===== src/pkg/bsc_map.svh =====
// constants for the branch, skip and compare control block
`ifndef BSC_MAP_SVH
`define BSC_MAP_SVH

// status flag bit positions
`define BSC_FLAG_C 3'd0
`define BSC_FLAG_Z 3'd1
`define BSC_FLAG_N 3'd2
`define BSC_FLAG_V 3'd3
`define BSC_FLAG_S 3'd4
`define BSC_FLAG_H 3'd5
`define BSC_FLAG_T 3'd6
`define BSC_FLAG_I 3'd7

// cycle counts per operation class
`define BSC_CYC_SINGLE   3'd1
`define BSC_CYC_JUMP     3'd2
`define BSC_CYC_CALL     3'd3
`define BSC_CYC_RETURN   3'd4
`define BSC_CYC_BR_TAKEN 3'd2
`define BSC_CYC_SKIP_ONE 3'd2
`define BSC_CYC_SKIP_TWO 3'd3

// pc advance for a skip over a one-word or two-word instruction
`define BSC_SKIP_ONE_WORD 2'd2
`define BSC_SKIP_TWO_WORD 2'd3

// fill value and reset values
`define BSC_FILL_VALUE 8'hff
`define BSC_RESULT_RST 8'h00
`define BSC_FLAGS_RST  8'h00

`endif


===== src/pkg/bsc_pkg.sv =====
// types for the branch, skip and compare control block
package bsc_pkg;

  typedef enum logic [5:0] {
    BSC_OP_NONE,
    BSC_OP_REDUCE_BY_ONE,
    BSC_OP_SELF_AND_TEST,
    BSC_OP_ZERO_REGISTER,
    BSC_OP_FILL_ONES_REGISTER,
    BSC_OP_RELATIVE_JUMP,
    BSC_OP_POINTER_JUMP,
    BSC_OP_RELATIVE_SUBROUTINE_CALL,
    BSC_OP_POINTER_SUBROUTINE_CALL,
    BSC_OP_SUBROUTINE_EXIT,
    BSC_OP_INTERRUPT_EXIT,
    BSC_OP_COMPARE_SKIP_EQUAL,
    BSC_OP_COMPARE,
    BSC_OP_COMPARE_WITH_BORROW,
    BSC_OP_COMPARE_IMMEDIATE,
    BSC_OP_SKIP_REG_BIT_CLEAR,
    BSC_OP_SKIP_REG_BIT_SET,
    BSC_OP_SKIP_IO_BIT_CLEAR,
    BSC_OP_SKIP_IO_BIT_SET,
    BSC_OP_BRANCH_FLAG_SET,
    BSC_OP_BRANCH_FLAG_CLEAR,
    BSC_OP_BRANCH_SAME_OR_HIGHER,
    BSC_OP_BRANCH_LOWER,
    BSC_OP_BRANCH_SIGNED_GE,
    BSC_OP_BRANCH_SIGNED_LESS,
    BSC_OP_BRANCH_INTERRUPTS_ON
  } bsc_op_t;

  typedef enum logic {
    BSC_ST_IDLE,
    BSC_ST_STALL
  } bsc_state_t;

endpackage


===== src/verilog/bsc_control.sv =====
// branch, skip and compare control: program counter, stall timing and flag update
`timescale 1ns/1ps
`include "bsc_map.svh"

// Overview of operation
// - decrement, self-and, self-xor, fill ones in one cycle; fill touches no flag
// - relative jump and call go to pc+offset+1; jump 2, call 3 cycles, call pushes
// - pointer jump loads pc from Z, two cycles, flags unchanged
// - pointer call pushes return address, loads pc from Z, three cycles, no flags
// - compare-skip-equal skips next instruction on match; 1/2/3 cycles, no flags
// - compares subtract without writing; update Z,N,V,C,H in one cycle; borrow form also subtracts C
// - register bit skips test chosen bit, skip when condition holds, 1/2/3 cycles
// - I/O bit skips test chosen I/O bit, skip when condition holds, 1/2/3 cycles
// - flag branch to pc+offset+1 when chosen flag matches; 1 or 2 cycles
// - carry-set branches on C=1; carry-clear and same-or-higher on C=0
// - signed branches use N xor V: ge on zero, less on one
// - half-carry branches taken on H set or clear, 1 or 2 cycles
// - T-flag branches taken on T set or clear, 1 or 2 cycles
// - overflow branches taken on V set or clear, 1 or 2 cycles
// - interrupts-on branch taken when I is one, no flag change
module bsc_control #(
  parameter int PC_W  = 16,
  parameter int OFS_W = 12
) (
  input  wire logic             i_clk,
  input  wire logic             i_rst_b,
  input  wire logic             i_op_valid,
  input  wire bsc_pkg::bsc_op_t i_op,
  input  wire logic [7:0]       i_rd,
  input  wire logic [7:0]       i_rr,
  input  wire logic [7:0]       i_imm,
  input  wire logic [7:0]       i_io,
  input  wire logic [2:0]       i_bit_sel,
  input  wire logic [OFS_W-1:0] i_offset,
  input  wire logic [PC_W-1:0]  i_z,
  input  wire logic [PC_W-1:0]  i_stack_pc,
  input  wire logic             i_next_two_word,
  input  wire logic [7:0]       i_flags,
  output logic      [PC_W-1:0]  o_pc,
  output logic                  o_busy,
  output logic      [7:0]       o_result,
  output logic                  o_result_we,
  output logic      [7:0]       o_flags,
  output logic                  o_flags_we,
  output logic                  o_push,
  output logic      [PC_W-1:0]  o_push_addr,
  output logic                  o_pop
);

  function automatic logic [PC_W-1:0] rel_target(input logic [PC_W-1:0] pc, input logic [OFS_W-1:0] ofs);
    logic [PC_W-1:0] ext;
    ext        = {{(PC_W-OFS_W){ofs[OFS_W-1]}}, ofs};
    rel_target = pc + ext + {{(PC_W-1){1'b0}}, 1'b1};
  endfunction

  bsc_pkg::bsc_state_t state_q, state_d;
  logic [2:0]      cnt_q, cnt_d;
  logic [PC_W-1:0] pc_q, pc_d;
  logic            busy_q, busy_d;
  logic [7:0]      result_q, result_d;
  logic            result_we_q, result_we_d;
  logic [7:0]      flags_q, flags_d;
  logic            flags_we_q, flags_we_d;
  logic            push_q, push_d;
  logic [PC_W-1:0] push_addr_q, push_addr_d;
  logic            pop_q, pop_d;

  logic            take;
  logic            br_taken;
  logic            is_branch;
  logic            skip_hit;
  logic            is_skip;
  logic [2:0]      cycles;
  logic [PC_W-1:0] pc_inc;
  logic [PC_W-1:0] br_tgt;
  logic [7:0]      fu_result;
  logic            fu_result_we;
  logic [7:0]      fu_flags;
  logic            fu_flags_we;

  bsc_flag_unit u_flag (
    .i_op        (i_op),
    .i_rd        (i_rd),
    .i_rr        (i_rr),
    .i_imm       (i_imm),
    .i_flags     (i_flags),
    .o_result    (fu_result),
    .o_result_we (fu_result_we),
    .o_flags     (fu_flags),
    .o_flags_we  (fu_flags_we)
  );

  // branch and skip conditions
  always_comb begin
    br_taken  = 1'b0;
    is_branch = 1'b1;
    case (i_op)
      bsc_pkg::BSC_OP_BRANCH_FLAG_SET:       br_taken = i_flags[i_bit_sel];
      bsc_pkg::BSC_OP_BRANCH_FLAG_CLEAR:     br_taken = ~i_flags[i_bit_sel];
      bsc_pkg::BSC_OP_BRANCH_SAME_OR_HIGHER: br_taken = ~i_flags[`BSC_FLAG_C];
      bsc_pkg::BSC_OP_BRANCH_LOWER:          br_taken = i_flags[`BSC_FLAG_C];
      bsc_pkg::BSC_OP_BRANCH_SIGNED_GE:
        br_taken = ~(i_flags[`BSC_FLAG_N] ^ i_flags[`BSC_FLAG_V]);
      bsc_pkg::BSC_OP_BRANCH_SIGNED_LESS:
        br_taken = i_flags[`BSC_FLAG_N] ^ i_flags[`BSC_FLAG_V];
      bsc_pkg::BSC_OP_BRANCH_INTERRUPTS_ON:  br_taken = i_flags[`BSC_FLAG_I];
      default:                               is_branch = 1'b0;
    endcase
  end

  always_comb begin
    skip_hit = 1'b0;
    is_skip  = 1'b1;
    case (i_op)
      bsc_pkg::BSC_OP_COMPARE_SKIP_EQUAL: skip_hit = (i_rd == i_rr);
      bsc_pkg::BSC_OP_SKIP_REG_BIT_CLEAR: skip_hit = ~i_rr[i_bit_sel];
      bsc_pkg::BSC_OP_SKIP_REG_BIT_SET:   skip_hit = i_rr[i_bit_sel];
      bsc_pkg::BSC_OP_SKIP_IO_BIT_CLEAR:  skip_hit = ~i_io[i_bit_sel];
      bsc_pkg::BSC_OP_SKIP_IO_BIT_SET:    skip_hit = i_io[i_bit_sel];
      default:                            is_skip  = 1'b0;
    endcase
  end

  // new ops are refused while a multi-cycle op still owns the pipeline
  always_comb begin
    take   = i_op_valid && (state_q == bsc_pkg::BSC_ST_IDLE);
    pc_inc = pc_q + {{(PC_W-1){1'b0}}, 1'b1};
    br_tgt = rel_target(pc_q, i_offset);
  end

  always_comb begin
    state_d     = state_q;
    cnt_d       = cnt_q;
    pc_d        = pc_q;
    busy_d      = busy_q;
    result_d    = result_q;
    result_we_d = 1'b0;
    flags_d     = flags_q;
    flags_we_d  = 1'b0;
    push_d      = 1'b0;
    push_addr_d = push_addr_q;
    pop_d       = 1'b0;
    cycles      = `BSC_CYC_SINGLE;
    case (state_q)
      bsc_pkg::BSC_ST_IDLE: begin
        if (take) begin
          pc_d        = pc_inc;
          result_d    = fu_result;
          result_we_d = fu_result_we;
          flags_d     = fu_flags;
          flags_we_d  = fu_flags_we;
          case (i_op)
            bsc_pkg::BSC_OP_RELATIVE_JUMP: begin
              pc_d   = br_tgt;
              cycles = `BSC_CYC_JUMP;
            end
            bsc_pkg::BSC_OP_RELATIVE_SUBROUTINE_CALL: begin
              pc_d        = br_tgt;
              push_d      = 1'b1;
              push_addr_d = pc_inc;
              cycles      = `BSC_CYC_CALL;
            end
            bsc_pkg::BSC_OP_POINTER_JUMP: begin
              pc_d   = i_z;
              cycles = `BSC_CYC_JUMP;
            end
            bsc_pkg::BSC_OP_POINTER_SUBROUTINE_CALL: begin
              pc_d        = i_z;
              push_d      = 1'b1;
              push_addr_d = pc_inc;
              cycles      = `BSC_CYC_CALL;
            end
            bsc_pkg::BSC_OP_SUBROUTINE_EXIT: begin
              pc_d   = i_stack_pc;
              pop_d  = 1'b1;
              cycles = `BSC_CYC_RETURN;
            end
            bsc_pkg::BSC_OP_INTERRUPT_EXIT: begin
              pc_d                   = i_stack_pc;
              pop_d                  = 1'b1;
              flags_d                = i_flags;
              flags_d[`BSC_FLAG_I]   = 1'b1;
              flags_we_d             = 1'b1;
              cycles                 = `BSC_CYC_RETURN;
            end
            default: begin
              if (is_branch && br_taken) begin
                pc_d   = br_tgt;
                cycles = `BSC_CYC_BR_TAKEN;
              end else if (is_skip && skip_hit) begin
                // skipped length comes from the fetch stage's predecode of the next word
                pc_d   = pc_q + {{(PC_W-2){1'b0}}, (i_next_two_word ? `BSC_SKIP_TWO_WORD : `BSC_SKIP_ONE_WORD)};
                cycles = i_next_two_word ? `BSC_CYC_SKIP_TWO : `BSC_CYC_SKIP_ONE;
              end
            end
          endcase
          if (cycles != `BSC_CYC_SINGLE) begin
            state_d = bsc_pkg::BSC_ST_STALL;
            cnt_d   = cycles - 3'd1;
            busy_d  = 1'b1;
          end
        end
      end
      bsc_pkg::BSC_ST_STALL: begin
        cnt_d = cnt_q - 3'd1;
        if (cnt_q == 3'd1) begin
          state_d = bsc_pkg::BSC_ST_IDLE;
          busy_d  = 1'b0;
        end
      end
      default: begin
        state_d = bsc_pkg::BSC_ST_IDLE;
        busy_d  = 1'b0;
      end
    endcase
  end

  always_ff @(posedge i_clk) begin
    if (!i_rst_b) begin
      state_q     <= bsc_pkg::BSC_ST_IDLE;
      cnt_q       <= 3'h0;
      pc_q        <= '0;
      busy_q      <= 1'b0;
      result_q    <= `BSC_RESULT_RST;
      result_we_q <= 1'b0;
      flags_q     <= `BSC_FLAGS_RST;
      flags_we_q  <= 1'b0;
      push_q      <= 1'b0;
      push_addr_q <= '0;
      pop_q       <= 1'b0;
    end else begin
      state_q     <= state_d;
      cnt_q       <= cnt_d;
      pc_q        <= pc_d;
      busy_q      <= busy_d;
      result_q    <= result_d;
      result_we_q <= result_we_d;
      flags_q     <= flags_d;
      flags_we_q  <= flags_we_d;
      push_q      <= push_d;
      push_addr_q <= push_addr_d;
      pop_q       <= pop_d;
    end
  end

  always_comb begin
    o_pc        = pc_q;
    o_busy      = busy_q;
    o_result    = result_q;
    o_result_we = result_we_q;
    o_flags     = flags_q;
    o_flags_we  = flags_we_q;
    o_push      = push_q;
    o_push_addr = push_addr_q;
    o_pop       = pop_q;
  end

  AST_FILL_NO_FLAGS: assert property (@(posedge i_clk) disable iff (!i_rst_b)
    take && i_op == bsc_pkg::BSC_OP_FILL_ONES_REGISTER |=> o_result_we && o_result == 8'hff && !o_flags_we && !o_busy)
    else $error("fill ones wrote flags or wrong value");

  AST_REL_JUMP_TIMING: assert property (@(posedge i_clk) disable iff (!i_rst_b)
    take && i_op == bsc_pkg::BSC_OP_RELATIVE_JUMP |=> (o_pc == $past(br_tgt)) && o_busy ##1 !o_busy)
    else $error("relative jump target or timing wrong");

  AST_REL_CALL_PUSH: assert property (@(posedge i_clk) disable iff (!i_rst_b)
    take && i_op == bsc_pkg::BSC_OP_RELATIVE_SUBROUTINE_CALL
      |=> o_push && (o_push_addr == $past(pc_inc)) ##0 o_busy[*2] ##1 !o_busy)
    else $error("relative call push or timing wrong");

  AST_PTR_JUMP: assert property (@(posedge i_clk) disable iff (!i_rst_b)
    take && i_op == bsc_pkg::BSC_OP_POINTER_JUMP |=> o_pc == $past(i_z) && !o_flags_we ##1 !o_busy)
    else $error("pointer jump wrong");

  AST_PTR_CALL: assert property (@(posedge i_clk) disable iff (!i_rst_b)
    take && i_op == bsc_pkg::BSC_OP_POINTER_SUBROUTINE_CALL |=> o_push && o_pc == $past(i_z) ##2 !o_busy ##0 !o_flags_we)
    else $error("pointer call wrong");

  AST_SKIP_TWO_WORD: assert property (@(posedge i_clk) disable iff (!i_rst_b)
    take && is_skip && skip_hit && i_next_two_word |=> (o_pc == PC_W'($past(pc_q) + 3)) ##0 o_busy[*2] ##1 !o_busy)
    else $error("two-word skip wrong");

  AST_COMPARE_NO_WRITE: assert property (@(posedge i_clk) disable iff (!i_rst_b)
    take && i_op == bsc_pkg::BSC_OP_COMPARE |=> !o_result_we && o_flags_we && !o_busy)
    else $error("compare wrote a register");

  AST_BRANCH_NOT_TAKEN: assert property (@(posedge i_clk) disable iff (!i_rst_b)
    take && is_branch && !br_taken |=> o_pc == PC_W'($past(pc_q) + 1) && !o_busy)
    else $error("untaken branch moved pc wrongly");

  AST_EXIT_TIMING: assert property (@(posedge i_clk) disable iff (!i_rst_b)
    take && i_op == bsc_pkg::BSC_OP_INTERRUPT_EXIT
      |=> o_pop && o_flags_we && o_flags[7] ##0 o_busy[*3] ##1 !o_busy)
    else $error("interrupt exit wrong");

endmodule


===== src/verilog/bsc_flag_unit.sv =====
// single-register operations and compares: result and status flag update
`timescale 1ns/1ps
`include "bsc_map.svh"

module bsc_flag_unit (
  input  wire bsc_pkg::bsc_op_t i_op,
  input  wire logic [7:0]       i_rd,
  input  wire logic [7:0]       i_rr,
  input  wire logic [7:0]       i_imm,
  input  wire logic [7:0]       i_flags,
  output logic      [7:0]       o_result,
  output logic                  o_result_we,
  output logic      [7:0]       o_flags,
  output logic                  o_flags_we
);

  logic [7:0] sub_b;
  logic [7:0] diff;
  logic       borrow_in;

  always_comb begin
    sub_b     = (i_op == bsc_pkg::BSC_OP_COMPARE_IMMEDIATE) ? i_imm : i_rr;
    borrow_in = (i_op == bsc_pkg::BSC_OP_COMPARE_WITH_BORROW) ? i_flags[`BSC_FLAG_C] : 1'b0;
    diff      = i_rd - sub_b - {7'h00, borrow_in};
  end

  always_comb begin
    o_result    = i_rd;
    o_result_we = 1'b0;
    o_flags     = i_flags;
    o_flags_we  = 1'b0;
    case (i_op)
      bsc_pkg::BSC_OP_REDUCE_BY_ONE: begin
        o_result                = i_rd - 8'h01;
        o_result_we             = 1'b1;
        o_flags_we              = 1'b1;
        o_flags[`BSC_FLAG_Z]    = (o_result == 8'h00);
        o_flags[`BSC_FLAG_N]    = o_result[7];
        o_flags[`BSC_FLAG_V]    = (i_rd == 8'h80);
      end
      bsc_pkg::BSC_OP_SELF_AND_TEST: begin
        o_result                = i_rd & i_rd;
        o_result_we             = 1'b1;
        o_flags_we              = 1'b1;
        o_flags[`BSC_FLAG_Z]    = (o_result == 8'h00);
        o_flags[`BSC_FLAG_N]    = o_result[7];
        o_flags[`BSC_FLAG_V]    = 1'b0;
      end
      bsc_pkg::BSC_OP_ZERO_REGISTER: begin
        o_result                = i_rd ^ i_rd;
        o_result_we             = 1'b1;
        o_flags_we              = 1'b1;
        o_flags[`BSC_FLAG_Z]    = 1'b1;
        o_flags[`BSC_FLAG_N]    = 1'b0;
        o_flags[`BSC_FLAG_V]    = 1'b0;
      end
      bsc_pkg::BSC_OP_FILL_ONES_REGISTER: begin
        o_result    = `BSC_FILL_VALUE;
        o_result_we = 1'b1;
      end
      bsc_pkg::BSC_OP_COMPARE,
      bsc_pkg::BSC_OP_COMPARE_WITH_BORROW,
      bsc_pkg::BSC_OP_COMPARE_IMMEDIATE: begin
        // no register write: the difference only drives the flags
        o_flags_we           = 1'b1;
        o_flags[`BSC_FLAG_Z] = (diff == 8'h00);
        // borrow form keeps zero only if it was already set, so multi-byte compares chain
        if (i_op == bsc_pkg::BSC_OP_COMPARE_WITH_BORROW) begin
          o_flags[`BSC_FLAG_Z] = (diff == 8'h00) & i_flags[`BSC_FLAG_Z];
        end
        o_flags[`BSC_FLAG_N] = diff[7];
        o_flags[`BSC_FLAG_V] = (i_rd[7] & ~sub_b[7] & ~diff[7]) | (~i_rd[7] & sub_b[7] & diff[7]);
        o_flags[`BSC_FLAG_C] = (~i_rd[7] & sub_b[7]) | (sub_b[7] & diff[7]) | (diff[7] & ~i_rd[7]);
        o_flags[`BSC_FLAG_H] = (~i_rd[3] & sub_b[3]) | (sub_b[3] & diff[3]) | (diff[3] & ~i_rd[3]);
      end
      default: begin
        o_result_we = 1'b0;
      end
    endcase
  end

endmodule


===== config.mk =====
export PLATFORM = sky130hd
export DESIGN_NAME = bsc_control
export DESIGN_NICKNAME = d
export VERILOG_FILES = /design/src/pkg/bsc_pkg.sv /design/src/verilog/bsc_control.sv /design/src/verilog/bsc_flag_unit.sv
export VERILOG_INCLUDE_DIRS = /design/src /design/src/pkg
export SDC_FILE = /design/constraint.sdc
export NUM_CORES = 1
export LEC_CHECK = 0
export BUFFER_PORTS_ARGS = -buffer_cell sky130_fd_sc_hd__buf_2
export CAP_MARGIN = 10
export CORE_ASPECT_RATIO = 0.7
export CORE_MARGIN = 5
export CORE_UTILIZATION = 50
export CTS_CLUSTER_SIZE = 25
export DETAILED_ROUTE_END_ITERATION = 10
export GPL_TIMING_DRIVEN = 0
export PLACE_DENSITY = 0.85
export SETUP_SLACK_MARGIN = 0.15
export SLEW_MARGIN = 20
export SYNTH_ARGS = -nofsm -noshare
export SYNTH_HDL_FRONTEND = slang
export SYNTH_SLANG_ARGS = --single-unit

===== constraint.sdc =====
create_clock -name i_clk -period 12.3 [get_ports i_clk]
set_input_delay 3.69 -clock i_clk [delete_from_list [all_inputs] [get_ports i_clk]]
set_output_delay 3.69 -clock i_clk [all_outputs]
set_load 0.01 [all_outputs]

# Yosys cells after proc, flatten, opt, wreduce, memory -nomap -nowiden
# Index checks and enable logic that the tools add are counted.
[totals]
reg_bits = 57
elab_cells = 148
[classes]
add_sub_neg = 9
magnitude_cmp = 1
eq_ne = 32
mux = 44
bitwise_logic = 30
n_reduce_logical = 21
[ops]
columns = ["op", "count"]
rows = [
  ["equality test 6 x 5 -> 1 bit (second input constant)", 10],
  ["equality test 6 x 4 -> 1 bit (second input constant)", 8],
  ["case mux 16 bit (3 select lines)", 1],
  ["adder 16 x 1 -> 16 bit (second input constant)", 2],
  ["2-to-1 mux 16 bit", 2],
  ["case mux 8 bit (4 select lines)", 1],
  ["equality test 6 x 3 -> 1 bit (second input constant)", 4],
  ["zero test 8 bit", 3],
  ["2-to-1 mux 1 bit", 22],
  ["adder 16 bit", 1],
  ["adder 16 x 2 -> 16 bit", 1],
  ["2-to-1 mux 8 bit", 2],
  ["equality test 6 x 2 -> 1 bit (second input constant)", 2],
  ["2-to-1 mux 3 bit", 4],
  ["NOT 1 bit", 12],
  ["case mux 3 bit (4 select lines)", 1],
  ["bitwise AND 1 bit", 10],
  ["OR reduction 2 bit", 5],
  ["binary-select mux 1 bit (select 3 bit)", 3],
  ["case mux 3 bit (3 select lines)", 1],
  ["bitwise AND 8 bit", 1],
  ["equality test 8 bit", 1],
  ["equality test 8 bit (second input constant)", 1],
  ["subtractor 8 x 1 -> 8 bit", 1],
  ["other kinds (25)", 38],
]

# Depth between registers and ports, before layout
[depth]
depth_word = 14
ltp_mapped = 15

# By module
# A second synthesis with hierarchy kept.
[hier_totals]
cells_unflattened = 729
hier_area_um2 = 5656.7
[modules_own_cells]
columns = ["module", "n_inst", "cells_per_inst", "area_each_um2"]
rows = [
  ["bsc_control", 1, 558, 4425.5],
  ["bsc_flag_unit", 1, 171, 1231.2],
]

# Least setup slack after synthesis
# Ideal clock, no wire load.
[synth_path]
kind = "input to register"
from = "input port i_op[2]"
to = "register flags_q[3], in the netlist o_flags[3]"
arrival_ns = 6.674
setup_slack_ns = 5.502
path_stages = 15
path_cell_list = "clkbuf_1 and3_2 nand2_1 mux2_2 fa_1 inv_1 ha_1 nand2_1 a21boi_0 o21a_1 o21a_1 o211ai_1 mux2_2 nand2_1 a31oi_1"
[synth_between]
elab_chain_cells = 9
[synth_lines]
columns = ["element", "line", "rtl"]
rows = [
  ["start, declared", "bsc_control.sv:28", "input wire bsc_pkg::bsc_op_t i_op,"],
  ["equality test 6 x 4 -> 1 bit", "bsc_flag_unit.sv:22, bsc_flag_unit.sv:32", ""],
  ["2-to-1 mux 8 bit", "bsc_flag_unit.sv:22", "sub_b = (i_op == bsc_pkg::BSC_OP_COMPARE_IMMEDIATE) ? i_imm : i_rr;"],
  ["subtractor 8 bit", "bsc_flag_unit.sv:24", "diff = i_rd - sub_b - {7'h00, borrow_in};"],
  ["subtractor 8 x 1 -> 8 bit", "bsc_flag_unit.sv:24", ""],
  ["NOT 1 bit", "bsc_flag_unit.sv:72", "o_flags[`BSC_FLAG_V] = (i_rd[7] & ~sub_b[7] & ~diff[7]) | (~i_rd[7] & sub_b[7] & diff[7]);"],
  ["bitwise AND 1 bit", "bsc_flag_unit.sv:72", ""],
  ["OR 1 bit", "bsc_flag_unit.sv:72", ""],
  ["case mux 3 bit (4 select lines)", "bsc_flag_unit.sv:32", "case (i_op)"],
  ["2-to-1 mux 8 bit *", "bsc_control.sv:152", "case (i_op)"],
  ["end signal, assigned", "bsc_control.sv:226", "flags_q <= `BSC_FLAGS_RST;"],
  ["end signal, assigned", "bsc_control.sv:238", "flags_q <= flags_d;"],
  ["end, declared", "bsc_control.sv:62", "logic [7:0] flags_q, flags_d;"],
]
# Mark *: on every way between the ends. The rest lies on a longest branch, timed or not.
# A chain may end at the register's enable or synchronous reset.

# Final worst setup path
# Ends and elaborated chain as after synthesis.

==> Flow_metrics.wiki <==
{| class="wikitable"
! Metric !! Value
|-
| Status || complete, no violations
|-
| Maximum vdd drop || approximately 0.08 mV
|-
| Shortest period the worst path allows || 7280 ps
|-
| Met3 wirelength from detailed routing || approximately 3.5 mm
|-
| Router iterations before antenna repair || 7
|-
| Netlist area before placement || roughly 5700 µm²
|-
| Most common cell after layout, fill and taps aside || sky130_fd_sc_hd__buf_2
|-
| Asr flop ratio synth || 0%
|-
| Post-detailed-route wirelength per cell || 20.1 µm
|-
| Worst slew margin relative to its limit || ~44%
|-
| Met2 Wirelength || slightly below 8 mm
|-
| Count of buffers added by post-CTS timing repair for setup || 0
|-
| Number of global-route vias before repair || between 5000 and 6000
|-
| Largest clock skew in the final design || 8.21 ps
|-
| Comb pwr share || approximately a third
|-
| Count of state elements after synthesis || 57
|-
| Maximum root-to-sink buffer count || 2
|-
| Cell at the root of the clock tree || sky130_fd_sc_hd__clkbuf_16
|-
| Avg Synthesized Cell Area || 7.78 µm²
|-
| Row count || 32
|-
| Crit path largest cell delay || about 440 ps
|-
| Dominant register cell in the synthesized netlist || sky130_fd_sc_hd__dfxtp_1
|-
| Pin slew with the least headroom to its limit || 843 ps
|-
| Uppermost signal routing layer after detailed routing || met4
|-
| DP HPWL || ~16 mm
|-
| Cell-by-cell listing of the critical path || buf_2 -> clkbuf_1 -> and3_2 -> nand2_1 -> mux2_2 -> fa_1 -> inv_1 -> ha_1 -> nand2_1 -> a21boi_0 -> o21a_1 -> o21a_1 -> o211ai_1 -> mux2_2 -> nand2_1 -> a31oi_1
|-
| Critical path data required time || approximately 13000 ps
|-
| Max-slew violations || 0
|-
| Antenna cells || 0
|-
| Critical Path Source Type || primary input
|-
| Fraction of synthesized cell area taken by the top area cell type || 20.0%
|-
| Clk network pwr share || between 30% and 40%
|-
| Core occupancy in the finished layout || 62.3%
|-
| Worst hold path depth || 2
|-
| CTS Hold Buffers Added || 0
|-
| Synth-to-layout area growth || 21.2%
|-
| Total setup violations reported at the end of the flow || 0
|-
| Class of the tightest hold or removal check || register to register
|-
| Final worst-path cycle share || just under 60%
|-
| Effective utilization at floorplan || between 50% and 60%
|-
| Overflow after GRT || 0
|-
| Share of total power consumed by net switching || between 30% and 40%
|-
| Number of cells on the critical path || 16
|-
| Internal Power || 445 µW
|-
| Sequential Power Share || slightly above 30%
|-
| Max cap viols || 0
|-
| Leak Pwr || roughly 3 nW
|-
| Routed vias/inst || about 6.3
|-
| Full die area || approximately 14000 µm²
|-
| Ratio of cells with drive above 1 in the final layout || a little under a quarter
|-
| Count of flip-flops with a built-in enable after synthesis || 0
|-
| Worst reg-to-reg path cell count || 11
|-
| Count of antenna-violating nets left after detailed routing || 0
|-
| Post-Syn Instances || 733
|-
| Number of cells after detailed placement || roughly 1000
|-
| Class of the most critical setup path || primary input to register
|-
| Weighted congestion reported at the end of routability-driven placement || slightly above 1
|-
| CTS H-Tree Depth || 3
|-
| Critical Path Slowest Stage Cell || sky130_fd_sc_hd__fa_1
|-
| Total DRC errors in the routed layout || 0
|-
| RSZ-0062 raised after global routing || false
|-
| Inserted Clock Buffers || 9
|-
| Buffer and inverter count on the worst path || 3
|-
| Post-route non-filler standard cell count || 1048
|-
| Routed wire length || around 21 mm
|-
| Clk sink count || 57
|-
| Largest fanout on the critical path || 10
|-
| Initial antenna violation count || 0
|-
| Element type at the critical path end || register
|-
| Yosys warning count || 0
|-
| Final hold violation count || 0
|-
| First-pass GRT wire length || about 32 mm
|-
| Count of buffers from port buffering || 146
|-
| Most frequent cells in the layout || sky130_fd_sc_hd__buf_2, sky130_fd_sc_hd__nand2_1, sky130_fd_sc_hd__dfxtp_1, sky130_fd_sc_hd__nor2_1, sky130_fd_sc_hd__o21ai_0
|-
| Number of distinct library cells after synthesis || 82
|-
| Arrival @ worst endpoint || between 7000 and 8000 ps
|-
| Net count after synthesis || between 800 and 900
|-
| Total routing resource utilization after global routing || 29.7%
|-
| Power density cells || 100 nW/µm²
|-
| Clock latency reported for the late side of the worst-skew pair || between 300 and 400 ps
|-
| Number of nets at the end of the flow || about 1000
|-
| Core Area || roughly 11000 µm²
|-
| Pin count of the biggest net entering global routing || 12
|-
| Setup TNS || 0 ps
|-
| Cell type contributing the most total cell area after synthesis || sky130_fd_sc_hd__dfxtp_1
|-
| Die W || around 140 µm
|-
| Part of the Yosys area used for sequential elements || 20.0%
|-
| Achievable frequency || 0.137 GHz
|-
| Clock slew at the register clock pins of the worst setup and hold paths || 50 ps
|-
| Clock tree from TritonCTS || yes
|-
| Cell type group with the largest total delay on the critical path || compound AO/OA/AOI/OAI gates
|-
| Via total after detailed routing || around 6600
|-
| Vert. Die Dim || 99.3 µm
|-
| Boundary Pins || 150
|-
| Switching power of the nets || around 250 µW
|-
| Top area cells in the synthesized netlist || sky130_fd_sc_hd__dfxtp_1, sky130_fd_sc_hd__ha_1, sky130_fd_sc_hd__o21ai_0
|-
| Most common cell on crit path || sky130_fd_sc_hd__nand2_1
|-
| Resized Gates After CTS || 0
|-
| M1 WL || between 9 and 10 mm
|-
| 1st-iter DRT viols || roughly 930
|}
-- worst min-delay path: stages (launching register included) --
cell	delay, ps
sky130_fd_sc_hd__dfxtp_1	310
sky130_fd_sc_hd__nand2_1	50
sky130_fd_sc_hd__a21oi_1	60
-- power by group through the flow --
stage          clock network, mW  logic, mW  registers, mW
3_3_place_gp                   0      0.228          0.215
2_1_floorplan                  0      0.152          0.216
3_5_place_dp                   0      0.233          0.215
4_1_cts                    0.238      0.235          0.211
6_report                   0.238      0.243          0.213
5_1_grt                    0.247      0.263          0.213
-- synth_stat cells (all sizes together) (4+ instances only) --
library cell and count:
and2 4, a31oi 15, or2 4, nor2b 10, mux2 9, o211ai 9, a221o 6, nand2b 10
mux2i 15, dfxtp 57, clkbuf 36, o221ai 4, nor2 55, a211oi 20, o21ai 53, nand4 9
inv 42, or3 11, nor3b 7, a22oi 5, xnor2 27, buf 6, o21a 9, o22ai 4
a21oi 45, nand2 60, nand3 34, nor4 5, and3 10, a21o 6, mux4 6, xor2 14
ha 39, a221oi 9, nor3 25
-- registers in the layout, summed over array words and instances, names as in the netlist, 3 cells and up --
name and flops:
o_pc 16, o_result 8, o_flags 8, o_push_addr 16, cnt_q 3
-- stage by stage --
stage               hold WS (ps)  area, µm²  setup WS [ps]  power [mW]
floorplan                    479       5700           5500       0.368
global placement             442       6620           4790       0.443
detailed placement           454       6620           4800       0.448
CTS                          469       6910           5110       0.685
global route                 490       6910           4830       0.724
finish                       465       6910           5020       0.694
-- path summary, 6_finish.rpt --
check / to / slack, ps / start
worst min register to register: o_flags[6] / 470 / o_flags[6]
worst max register to register: o_pc[10] / 9290 / o_pc[0]
worst max-delay path: o_flags[3] / 5020 / i_op[2]
worst min-delay path: o_flags[6] / 470 / o_flags[6]
-- logic make-up after synthesis --
kind of cell | count (synthesis) | share of synthesized area [%]
flip-flops | 57 | 20.0
XOR/XNOR | 41 | 6.30
buffers and inverters | 85 | 7.66
AND/OR/NAND/NOR | 254 | 22.8
AO/OA/AOI/OAI | 224 | 26.9
multiplexers | 30 | 6.78
adder cells (fa/ha/maj) | 42 | 9.61
-- routing by layer --
metal | track usage [%] | vias up
met5 | 0 | -
met2 | 38.8 | 505
met3 | 11.5 | 48
met1 | 45.0 | 3036
li1 | - | 3051
met4 | 7.36 | 0
-- cell type report --
cell class | count | area (µm²)
Buffer | 43 | 279
Clock buffer | 12 | 256
Clock inverter | 4 | 27.5
Fill cell | 1013 | 4180
Inverter | 42 | 158
Multi-Input combinational cell | 591 | 4120
Sequential cell | 57 | 1140
Tap cell | 153 | 191
Timing Repair Buffer | 146 | 731
(Power assumes the default switching activity.)
